`config.mk`:
```
export PLATFORM = sky130hd
export DESIGN_NAME = fdm_guard
export DESIGN_NICKNAME = d
export VERILOG_FILES = /design/src/fdm_pkg.sv /design/src/fdm_guard.sv
export SDC_FILE = /design/constraint.sdc
export NUM_CORES = 1
export LEC_CHECK = 0
export BUFFER_PORTS_ARGS = -buffer_cell sky130_fd_sc_hd__buf_2
export CAP_MARGIN = 10
export CELL_PAD_IN_SITES_DETAIL_PLACEMENT = 2
export CELL_PAD_IN_SITES_GLOBAL_PLACEMENT = 2
export CORE_UTILIZATION = 36
export DETAILED_ROUTE_END_ITERATION = 10
export PLACE_DENSITY = 0.83
export SLEW_MARGIN = 0
export SYNTH_ARGS = -nofsm -noshare
export SYNTH_HDL_FRONTEND = slang
export SYNTH_SLANG_ARGS = --single-unit
```
`constraint.sdc`:
```
create_clock -name clk -period 4.6 [get_ports clk]
set_input_delay 0.92 -clock clk [delete_from_list [all_inputs] [get_ports clk]]
set_output_delay 0.92 -clock clk [all_outputs]
set_load 0.1 [all_outputs]
```
`src/fdm_pkg.sv`:
```
`default_nettype none
package fdm_pkg;
   // ******************************************
   // clock and timing
   // ******************************************
   localparam int unsigned CLK_HZ      = 20_000_000;
   localparam int unsigned OSC_SW_US   = 500;
   localparam int unsigned OSC_SW_CYC  = OSC_SW_US * (CLK_HZ / 1_000_000);
   localparam int unsigned LR_TMO_US   = 200;
   localparam int unsigned LR_TMO_CYC  = LR_TMO_US * (CLK_HZ / 1_000_000);
   localparam int unsigned NCH         = 4;
   // ******************************************
   // register map
   // ******************************************
   localparam logic [7:0] ADDR_CTRL    = 8'h00;
   localparam logic [7:0] ADDR_CMD     = 8'h04;
   localparam logic [7:0] ADDR_CHAN    = 8'h08;
   localparam logic [7:0] ADDR_STAT    = 8'h0C;
   localparam logic [7:0] ADDR_ERR     = 8'h10;
   localparam logic [7:0] ADDR_VER     = 8'h14;
   localparam logic [7:0] ADDR_IRQ_STS = 8'h18;
   localparam logic [7:0] ADDR_IRQ_MSK = 8'h1C;
   localparam int unsigned CTRL_AUDIO_OUTPUT_ENABLE  = 0;
   localparam int unsigned CTRL_AUDIO_INPUT_ENABLE   = 1;
   localparam int unsigned CTRL_FLTEN  = 2;
   localparam int unsigned CTRL_GRP    = 3;
   localparam logic [7:0]  CTRL_RST    = 8'h00;
   localparam logic [15:0] CHAN_RST    = 16'h0000;
   localparam logic [5:0]  MASK_RST    = 6'h00;
   localparam int unsigned CH_HQ       = 2;
   localparam int unsigned CH_EN       = 3;
   localparam int unsigned ERR_OSC     = 0;
   localparam int unsigned ERR_MEM     = 1;
   localparam int unsigned ERR_LR      = 2;
   localparam int unsigned ERR_SDI     = 3;
   localparam int unsigned ERR_MIX     = 4;
   localparam int unsigned ERR_ALGO    = 5;
   localparam logic [7:0]  VER_ID      = 8'h5A; // arbitrary value
   localparam logic [1:0]  RESP_OK     = 2'h0;
   localparam logic [1:0]  RESP_SLVERR = 2'h2;
   // channel limits per group while the serial audio input is enabled
   localparam logic [2:0]  MIX_LIM_8K  = 3'h2;
   localparam logic [2:0]  MIX_LIM_11K = 3'h2;
   localparam logic [2:0]  MIX_LIM_12K = 3'h2;
   localparam logic [2:0]  MIX_LIM_OTH = 3'h4;
   // ******************************************
   // types
   // ******************************************
   typedef enum logic [3:0] {CMD_NONE = 4'h0, CMD_ERR_RD = 4'h1, CMD_STAT_RD = 4'h2, CMD_VER_RD = 4'h3,
                             CMD_MUTE_REL = 4'h4, CMD_SAI_CH = 4'h5, CMD_POWER_DOWN_CMD = 4'h6} fdm_cmd_t;
   typedef enum logic [1:0] {GRP_8K = 2'h0, GRP_11K = 2'h1, GRP_12K = 2'h2, GRP_OTH = 2'h3} fdm_grp_t;
   typedef enum logic [1:0] {LR_RUN = 2'h0, LR_HALT = 2'h1, LR_UNMUTED = 2'h2} fdm_lr_t;
endpackage
`default_nettype wire

```
`src/fdm_guard.sv`:
```
// Functional notes
// no high-quality algorithm at 8k group with serial input
// mix only channels of selected group
// limit mixed channels, flag mixing-count error; the code limits and flags only while the serial audio input is enabled
// host starts analog power-up within 10ms
// host reinitialises after memory error
// resonator stop: RC after 500us, flag error
// error read during switch holds busy low
// host waits for busy high before reading
// host stops playback on oscillator error
// word clock fault keeps playback stopped
// host restores clock, mute release, channel command
// output on, input off disables serial input
// host clears input fault enable
// host lowers volume when clipping expected
// read data refreshed only by read command
// fault flags stay until read or reset; the code also clears them on the power-down command
//
// Decided for this implementation: the address map and the AXI4-Lite slave port.
`default_nettype none
module fdm_guard
   import fdm_pkg::*;
#(
   parameter int unsigned OSC_CYC = OSC_SW_CYC
) (
   input  wire logic        clk,
   input  wire logic        rstn,
   input  wire logic [7:0]  awaddr,
   input  wire logic        awvalid,
   output logic             awready,
   input  wire logic [31:0] wdata,
   input  wire logic [3:0]  wstrb,
   input  wire logic        wvalid,
   output logic             wready,
   output logic [1:0]       bresp,
   output logic             bvalid,
   input  wire logic        bready,
   input  wire logic [7:0]  araddr,
   input  wire logic        arvalid,
   output logic             arready,
   output logic [31:0]      rdata,
   output logic [1:0]       rresp,
   output logic             rvalid,
   input  wire logic        rready,
   input  wire logic        xtalRunPin,
   input  wire logic        wordClkPin,
   input  wire logic        audioInFaultPin,
   input  wire logic        memFaultPin,
   output logic             commandBusyN,
   output logic [NCH-1:0]   chanPlay,
   output logic             rcOscActive,
   output logic             irq
);
   // ******************************************
   // functions and pin synchronisers
   // ******************************************
   function automatic logic addrOk(input logic [7:0] a);
      addrOk = (a[1:0] == 2'h0) && (a <= ADDR_IRQ_MSK);
   endfunction
   function automatic logic [2:0] mixLimit(input fdm_grp_t g);
      case (g)
         GRP_8K:  mixLimit = MIX_LIM_8K;
         GRP_11K: mixLimit = MIX_LIM_11K;
         GRP_12K: mixLimit = MIX_LIM_12K;
         default: mixLimit = MIX_LIM_OTH;
      endcase
   endfunction
   function automatic logic [15:0] byteMerge(input logic [15:0] old, input logic [31:0] d, input logic [3:0] s);
      byteMerge = {s[1] ? d[15:8] : old[15:8], s[0] ? d[7:0] : old[7:0]};
   endfunction
   function automatic logic [2:0] popCount(input logic [NCH-1:0] v);
      popCount = 3'h0;
      for (int k = 0; k < NCH; k++) begin
         popCount = popCount + {2'h0, v[k]};
      end
   endfunction
   logic [1:0] xtalS, wclkS, sdiS, memS;
   always_ff @(posedge clk or negedge rstn) begin
      if (!rstn) begin
         xtalS <= 2'h3;
         wclkS <= 2'h0;
         sdiS  <= 2'h0;
         memS  <= 2'h0;
      end else begin
         xtalS <= {xtalS[0], xtalRunPin};
         wclkS <= {wclkS[0], wordClkPin};
         sdiS  <= {sdiS[0], audioInFaultPin};
         memS  <= {memS[0], memFaultPin};
      end
   end
   // ******************************************
   // state and bus handshake
   // ******************************************
   logic [7:0]     ctrl_r, ctrl_nxt;
   logic [15:0]    chan_r, chan_nxt;
   logic [5:0]     errLive_r, errLive_nxt, errSnap_r, errSnap_nxt;
   logic [5:0]     irqSts_r, irqSts_nxt, irqMsk_r, irqMsk_nxt;
   logic [7:0]     statSnap_r, statSnap_nxt, verSnap_r, verSnap_nxt;
   logic [15:0]    oscCnt_r, oscCnt_nxt;
   logic [11:0]    lrCnt_r, lrCnt_nxt;
   logic           wclkD_r, rcAct_r, rcAct_nxt, rdErrPend_r, rdErrPend_nxt;
   logic [NCH-1:0] phrase_cmd_a_r, phrase_cmd_a_nxt;
   fdm_lr_t        lr_r, lr_nxt;
   logic           bvalid_r, bvalid_nxt, rvalid_r, rvalid_nxt, irq_r, irq_nxt;
   logic [1:0]     bresp_r, bresp_nxt, rresp_r, rresp_nxt;
   logic [31:0]    rdata_r, rdata_nxt;
   logic           wFire, rFire, saiIn, saiUsed, switching, errTake, lrValid;
   logic           oscEvt, lrEvt, sdiEvt, memEvt, mixEvt, algoEvt;
   logic [5:0]     evt;
   logic [2:0]     nMix, lim;
   fdm_cmd_t       cmd;
   fdm_grp_t       grpSel, cg;
   assign wFire   = awvalid && wvalid && !bvalid_r;
   assign awready = wFire;
   assign wready  = wFire;
   assign rFire   = arvalid && !rvalid_r;
   assign arready = rFire;
   assign cmd     = (wFire && awaddr == ADDR_CMD && wstrb[0]) ? fdm_cmd_t'(wdata[3:0]) : CMD_NONE;
   assign saiIn     = ctrl_r[CTRL_AUDIO_INPUT_ENABLE];
   assign saiUsed   = ctrl_r[CTRL_AUDIO_OUTPUT_ENABLE] || ctrl_r[CTRL_AUDIO_INPUT_ENABLE];
   assign grpSel    = fdm_grp_t'(ctrl_r[CTRL_GRP +: 2]);
   assign switching = !xtalS[1] && !rcAct_r;
   assign lrValid   = lrCnt_r < LR_TMO_CYC[11:0];
   assign errTake   = (cmd == CMD_ERR_RD || rdErrPend_r) && !switching;
   // ******************************************
   // next-state logic
   // ******************************************
   always_comb begin
      cg = GRP_8K;
      nMix = 3'h0;
      lim = mixLimit(grpSel);
      phrase_cmd_a_nxt = '0;
      mixEvt = 1'b0;
      algoEvt = 1'b0;
      for (int i = 0; i < NCH; i++) begin
         cg = fdm_grp_t'(chan_r[4*i +: 2]);
         if (chan_r[4*i+CH_EN] && lr_r == LR_RUN) begin
            if (saiIn && cg == GRP_8K && chan_r[4*i+CH_HQ]) begin
               algoEvt = 1'b1;
            end else if (cg == grpSel) begin
               if (saiIn && nMix >= lim) begin
                  mixEvt = 1'b1;
               end else begin
                  phrase_cmd_a_nxt[i] = 1'b1;
                  nMix = nMix + 3'h1;
               end
            end
         end
      end
      // resonator watchdog
      oscEvt = 1'b0;
      rcAct_nxt = rcAct_r;
      oscCnt_nxt = 16'h0000;
      if (switching) begin
         if (oscCnt_r >= 16'(OSC_CYC - 1)) begin
            rcAct_nxt = 1'b1;
            oscEvt = 1'b1;
         end else begin
            oscCnt_nxt = oscCnt_r + 16'h0001;
         end
      end
      // word clock watchdog and recovery
      lrCnt_nxt = (wclkS[1] != wclkD_r) ? 12'h000 : (lrValid ? lrCnt_r + 12'h001 : lrCnt_r);
      lrEvt = saiUsed && !lrValid && lr_r == LR_RUN;
      lr_nxt = lr_r;
      case (lr_r)
         LR_RUN: begin
            if (lrEvt) lr_nxt = LR_HALT;
         end
         LR_HALT: begin
            if (cmd == CMD_MUTE_REL && lrValid) lr_nxt = LR_UNMUTED;
         end
         LR_UNMUTED: begin
            if (cmd == CMD_SAI_CH) lr_nxt = LR_RUN;
         end
         default: lr_nxt = LR_RUN;
      endcase
      sdiEvt = saiIn && ctrl_r[CTRL_FLTEN] && sdiS[1];
      memEvt = memS[1];
      evt = {algoEvt, mixEvt, sdiEvt, lrEvt, memEvt, oscEvt};
      // error flags and read snapshots
      errLive_nxt = ((errTake || cmd == CMD_POWER_DOWN_CMD) ? 6'h00 : errLive_r) | evt;
      errSnap_nxt = errTake ? (errLive_r | evt) : errSnap_r;
      rdErrPend_nxt = switching && (cmd == CMD_ERR_RD || rdErrPend_r);
      statSnap_nxt = (cmd == CMD_STAT_RD) ? {lr_r, rcAct_r, 1'b0, phrase_cmd_a_r} : statSnap_r;
      verSnap_nxt = (cmd == CMD_VER_RD) ? VER_ID : verSnap_r;
      if (cmd == CMD_POWER_DOWN_CMD) begin
         rcAct_nxt = 1'b0;
         lr_nxt = LR_RUN;
      end
      // registers written by software
      ctrl_nxt = ctrl_r;
      chan_nxt = chan_r;
      irqMsk_nxt = irqMsk_r;
      irqSts_nxt = irqSts_r | evt;
      if (wFire) begin
         case (awaddr)
            ADDR_CTRL:    ctrl_nxt = wstrb[0] ? wdata[7:0] : ctrl_r;
            ADDR_CHAN:    chan_nxt = byteMerge(chan_r, wdata, wstrb);
            ADDR_IRQ_MSK: irqMsk_nxt = wstrb[0] ? wdata[5:0] : irqMsk_r;
            ADDR_IRQ_STS: irqSts_nxt = (irqSts_r & ~(wstrb[0] ? wdata[5:0] : 6'h00)) | evt;
            default:      ctrl_nxt = ctrl_r;
         endcase
      end
      irq_nxt = |(irqSts_nxt & irqMsk_nxt);
      // bus answers
      bvalid_nxt = bvalid_r ? !bready : wFire;
      bresp_nxt = wFire ? (addrOk(awaddr) ? RESP_OK : RESP_SLVERR) : bresp_r;
      rvalid_nxt = rvalid_r ? !rready : rFire;
      rresp_nxt = rFire ? (addrOk(araddr) ? RESP_OK : RESP_SLVERR) : rresp_r;
      rdata_nxt = rdata_r;
      if (rFire) begin
         case (araddr)
            ADDR_CTRL:    rdata_nxt = {24'h000000, ctrl_r};
            ADDR_CHAN:    rdata_nxt = {16'h0000, chan_r};
            ADDR_STAT:    rdata_nxt = {24'h000000, statSnap_r};
            ADDR_ERR:     rdata_nxt = {26'h0000000, errSnap_r};
            ADDR_VER:     rdata_nxt = {24'h000000, verSnap_r};
            ADDR_IRQ_STS: rdata_nxt = {26'h0000000, irqSts_r};
            ADDR_IRQ_MSK: rdata_nxt = {26'h0000000, irqMsk_r};
            default:      rdata_nxt = 32'h00000000;
         endcase
      end
   end
   // ******************************************
   // registers
   // ******************************************
   always_ff @(posedge clk or negedge rstn) begin
      if (!rstn) begin
         ctrl_r      <= CTRL_RST;
         chan_r      <= CHAN_RST;
         errLive_r   <= 6'h00;
         errSnap_r   <= 6'h00;
         irqSts_r    <= 6'h00;
         irqMsk_r    <= MASK_RST;
         statSnap_r  <= 8'h00;
         verSnap_r   <= 8'h00;
         oscCnt_r    <= 16'h0000;
         lrCnt_r     <= 12'h000;
         wclkD_r     <= 1'b0;
         rcAct_r     <= 1'b0;
         rdErrPend_r <= 1'b0;
         phrase_cmd_a_r      <= '0;
         lr_r        <= LR_RUN;
         bvalid_r    <= 1'b0;
         bresp_r     <= RESP_OK;
         rvalid_r    <= 1'b0;
         rresp_r     <= RESP_OK;
         rdata_r     <= 32'h00000000;
         irq_r       <= 1'b0;
      end else begin
         ctrl_r      <= ctrl_nxt;
         chan_r      <= chan_nxt;
         errLive_r   <= errLive_nxt;
         errSnap_r   <= errSnap_nxt;
         irqSts_r    <= irqSts_nxt;
         irqMsk_r    <= irqMsk_nxt;
         statSnap_r  <= statSnap_nxt;
         verSnap_r   <= verSnap_nxt;
         oscCnt_r    <= oscCnt_nxt;
         lrCnt_r     <= lrCnt_nxt;
         wclkD_r     <= wclkS[1];
         rcAct_r     <= rcAct_nxt;
         rdErrPend_r <= rdErrPend_nxt;
         phrase_cmd_a_r      <= phrase_cmd_a_nxt;
         lr_r        <= lr_nxt;
         bvalid_r    <= bvalid_nxt;
         bresp_r     <= bresp_nxt;
         rvalid_r    <= rvalid_nxt;
         rresp_r     <= rresp_nxt;
         rdata_r     <= rdata_nxt;
         irq_r       <= irq_nxt;
      end
   end
   assign bvalid       = bvalid_r;
   assign bresp        = bresp_r;
   assign rvalid       = rvalid_r;
   assign rresp        = rresp_r;
   assign rdata        = rdata_r;
   assign chanPlay     = phrase_cmd_a_r;
   assign rcOscActive  = rcAct_r;
   assign irq          = irq_r;
   assign commandBusyN = !rdErrPend_r;

   logic [NCH-1:0] hq8k, offGrp;
   always_comb begin
      for (int i = 0; i < NCH; i++) begin
         hq8k[i] = chan_r[4*i +: 2] == GRP_8K && chan_r[4*i+CH_HQ];
         offGrp[i] = chan_r[4*i +: 2] != grpSel;
      end
   end
endmodule
`default_nettype wire

```
==> qor.yml <==
die_area_mm2: 0.0166
dp_worst_setup_slack_ns: 0.586
initial_utilization_pct: 36.6
ctsResizeCount: 0
final_cell_mix: "dfrtp_1 (120), buf_2 (73), nor2_1 (44)"
cts_made_buffers: 17
h-tree-depth: 4
p_leak_uw: 0.00336
hold_depth: 0
dp_hpwl_um: 12400
place_area_mm2: 0.00632
cts_tree: "built"
die_h_um: 129
fmax_mhz: 250
final_common_cell: "dfrtp_1"
hold_buffers: 0
finalSetupViolations: 0
grt_pass1_vias: 4993
synthArstFlopShare_pct: 100
ys_seq_elements: 122
area_growth_pct: 19.8
die_w_um: 129
critPathKind: "register to register"
clk_pin_slew_ns: 0.05
peakVddDrop_mv: 0.289
num_antenna_cells: 0
grt_pass1_wl_um: 28000
hold_start: "wclkS[0]$_DFF_PN0_"
worstReg2RegStart: "lr_r[1]$_DFFE_PN0P_"
holdPathEnd: "wclkS[1]$_DFF_PN0_"
core.rowCount: 46
cts_setup_buffers: 0
avgRoutedWirePerCell_um: 22.0
cp_max_fo: 10
fin_setup_tns_ns: 0
gp_congestion: 0.808
ys_types: 68
rr_worst_depth: 13
coreArea_mm2: 0.0158
clock-sinks: 122
grt_max_degree: 81
maxSlewViolCount: 0
via_per_inst: 5.39
rsz0062_at_grt: "false"
fillCellCount: 1640
powerDensity_mw_per_mm2: 394
multi_input_area_mm2: 0.00255
maxCapViolations: 0
drt_iter0_drc: 188
ys_seq_area_share_pct: 52.7
r2r_end: "errSnap_r[4]$_DFFE_PN0P_"
syn_inst: 500
synth_edf_count: 0
drive_above_1_share_pct: 29.0
syn_area_mm2: 0.00580
required_ns: 4.92
status: "finished clean"
antenna_found_initial: 0
end_kind: "register"
dp.cells: 778
io_buffers: 74
cp-start-kind: "register"
finalCritPeriodShare_pct: 87.0
fin_ws_ns: 0.599
seq_area_mm2: 0.00306
grt_usage_pct: 23.1
skew_ns: 0.00788
instances_no_fill: 810
ant_nets: 0
worstMarginPinSlew_ns: 1.04
maxSlewHeadroom_pct: 30.5
grt_overflow: 0
drc: 0
synth_flop_cell: "dfrtp_1"
nets: 650
io-pin-count: 111
hold_path_class: "register to register"
cts_buffer_depth: 2
syn_area_per_cell_um2: 11.6
reg2reg_setup_slack_ns: 0.60
period_needed_ns: 4.00
yosysWarnings: 0
final_core_util_pct: 43.9
worstPathArrival_ns: 4.32
final_cell_area_mm2: 0.00694
timing.final.hold_violations: 0
firstDrtPassIters: 5
num_vias: 4365
cts_root_buf: "clkbuf_16"
wirelength_um: 17800
clk_latency_ns: 0.43
registers in the layout, indices dropped and copies added (netlist names), 4 cells and up:
| register | cells |
|---|---|
| errSnap_r | 6 |
| chanPlay | 4 |
| ctrl_r | 8 |
| statSnap_r | 7 |
| rdata | 16 |
| chan_r | 16 |
| oscCnt_r | 16 |
| irqMsk_r | 6 |
| irqSts_r | 6 |
| lrCnt_r | 12 |
| errLive_r | 6 |
routing by layer:
layer	wire length, um	share of wire [%]	vias to the layer above	global-route usage, %
met5	0	0	-	0
met4	598	3.4	0	11.3
met3	722	4.0	39	5.95
met2	9780	55	117	43.1
met1	6730	38	2280	24.1
li1	-	-	1929	-
final cells by class:
cell class | count | area share, %
Clock buffer | 23 | 7.32
Multi-Input combinational cell | 351 | 36.7
Tap cell | 216 | 3.89
Inverter | 10 | 0.541
Timing Repair Buffer | 79 | 5.91
Clock inverter | 9 | 1.59
Sequential cell | 122 | 44.0
where the power goes:
| group | internal (uW) | switching, uW | total [uW] |
|---|---|---|---|
| clock | 883 | 502 | 1380 |
| combinational | 45.0 | 182 | 227 |
| sequential | 1090 | 27.1 | 1120 |
| total | 2020 | 711 | 2730 |
synth_stat cells (all sizes together) (2+ instances only):
cell type / number / area, um^2
buf: 25 / 181
nor2: 44 / 165
nand4bb: 3 / 33.8
ha: 6 / 75.1
a22oi: 14 / 105
and2: 4 / 25.0
a222oi: 3 / 30.0
a31oi: 3 / 18.8
mux2i: 3 / 30.0
o31ai: 2 / 15.0
nand2: 35 / 134
a211oi: 2 / 15.0
dfrtp: 120 / 3000
or3b: 3 / 26.3
o21a: 5 / 37.5
xnor2: 13 / 114
nand2b: 3 / 18.8
mux2: 39 / 443
nand3: 13 / 65.1
nand3b: 2 / 15.0
xor2: 17 / 149
nor3: 8 / 62.6
a22o: 16 / 140
clkbuf: 11 / 41.3
conb: 2 / 7.51
nand4b: 4 / 47.6
inv: 10 / 37.5
nor3b: 8 / 76.3
or4: 2 / 18.8
nand4: 9 / 56.3
nor4bb: 3 / 30.0
o21ai: 11 / 55.1
nor4: 6 / 95.1
and3: 12 / 75.1
dfstp: 2 / 52.6
nor2b: 5 / 31.3
a21oi: 4 / 20.0
nor4b: 2 / 32.5
or3: 2 / 12.5
a21o: 9 / 67.6
worst max path at each step:
stage | startpoint | endpoint | slack [ns] | cells past startpoint
CTS | lr_r[1]$_DFFE_PN0P_ | errSnap_r[4]$_DFFE_PN0P_ | 0.60 | 13
global placement | lr_r[1]$_DFFE_PN0P_ | errSnap_r[4]$_DFFE_PN0P_ | 0.78 | 13
global route | lr_r[1]$_DFFE_PN0P_ | errSnap_r[4]$_DFFE_PN0P_ | 0.39 | 13
finish | lr_r[1]$_DFFE_PN0P_ | errSnap_r[4]$_DFFE_PN0P_ | 0.60 | 13
floorplan | lr_r[1]$_DFFE_PN0P_ | errSnap_r[4]$_DFFE_PN0P_ | 1.17 | 14
detailed placement | lr_r[1]$_DFFE_PN0P_ | errSnap_r[4]$_DFFE_PN0P_ | 0.59 | 13
kinds of logic after synthesis:
logic type | synth area share (%)
AND/OR/NAND/NOR | 18.1
flip-flops | 52.7
AO/OA/AOI/OAI | 10.6
XOR/XNOR | 4.53
other | 0.130
multiplexers | 8.16
buffers and inverters | 4.49
adder cells (fa/ha/maj) | 1.30
worst max-delay path, cell delays in order (launching register included):
cell	delay, ns
dfrtp_1	0.50
or3b_2	0.53
nor4_2	0.40
ha_1	0.30
mux2_2	0.31
ha_1	0.30
nor2_1	0.05
a22o_1	0.21
ha_1	0.28
nand3_1	0.14
nor3_1	0.06
mux2i_1	0.35
nand2_1	0.17
o31a_1	0.30
through the flow:
stage / hold slack (ns) / total power [uW]
after floorplan: 0.331 / 1300
after CTS: 0.354 / 2750
after detailed placement: 0.341 / 1370
final: 0.352 / 2730
after global placement: 0.333 / 1360
after global routing: 0.361 / 2810
Note: power is estimated with default switching activity, not from simulation.
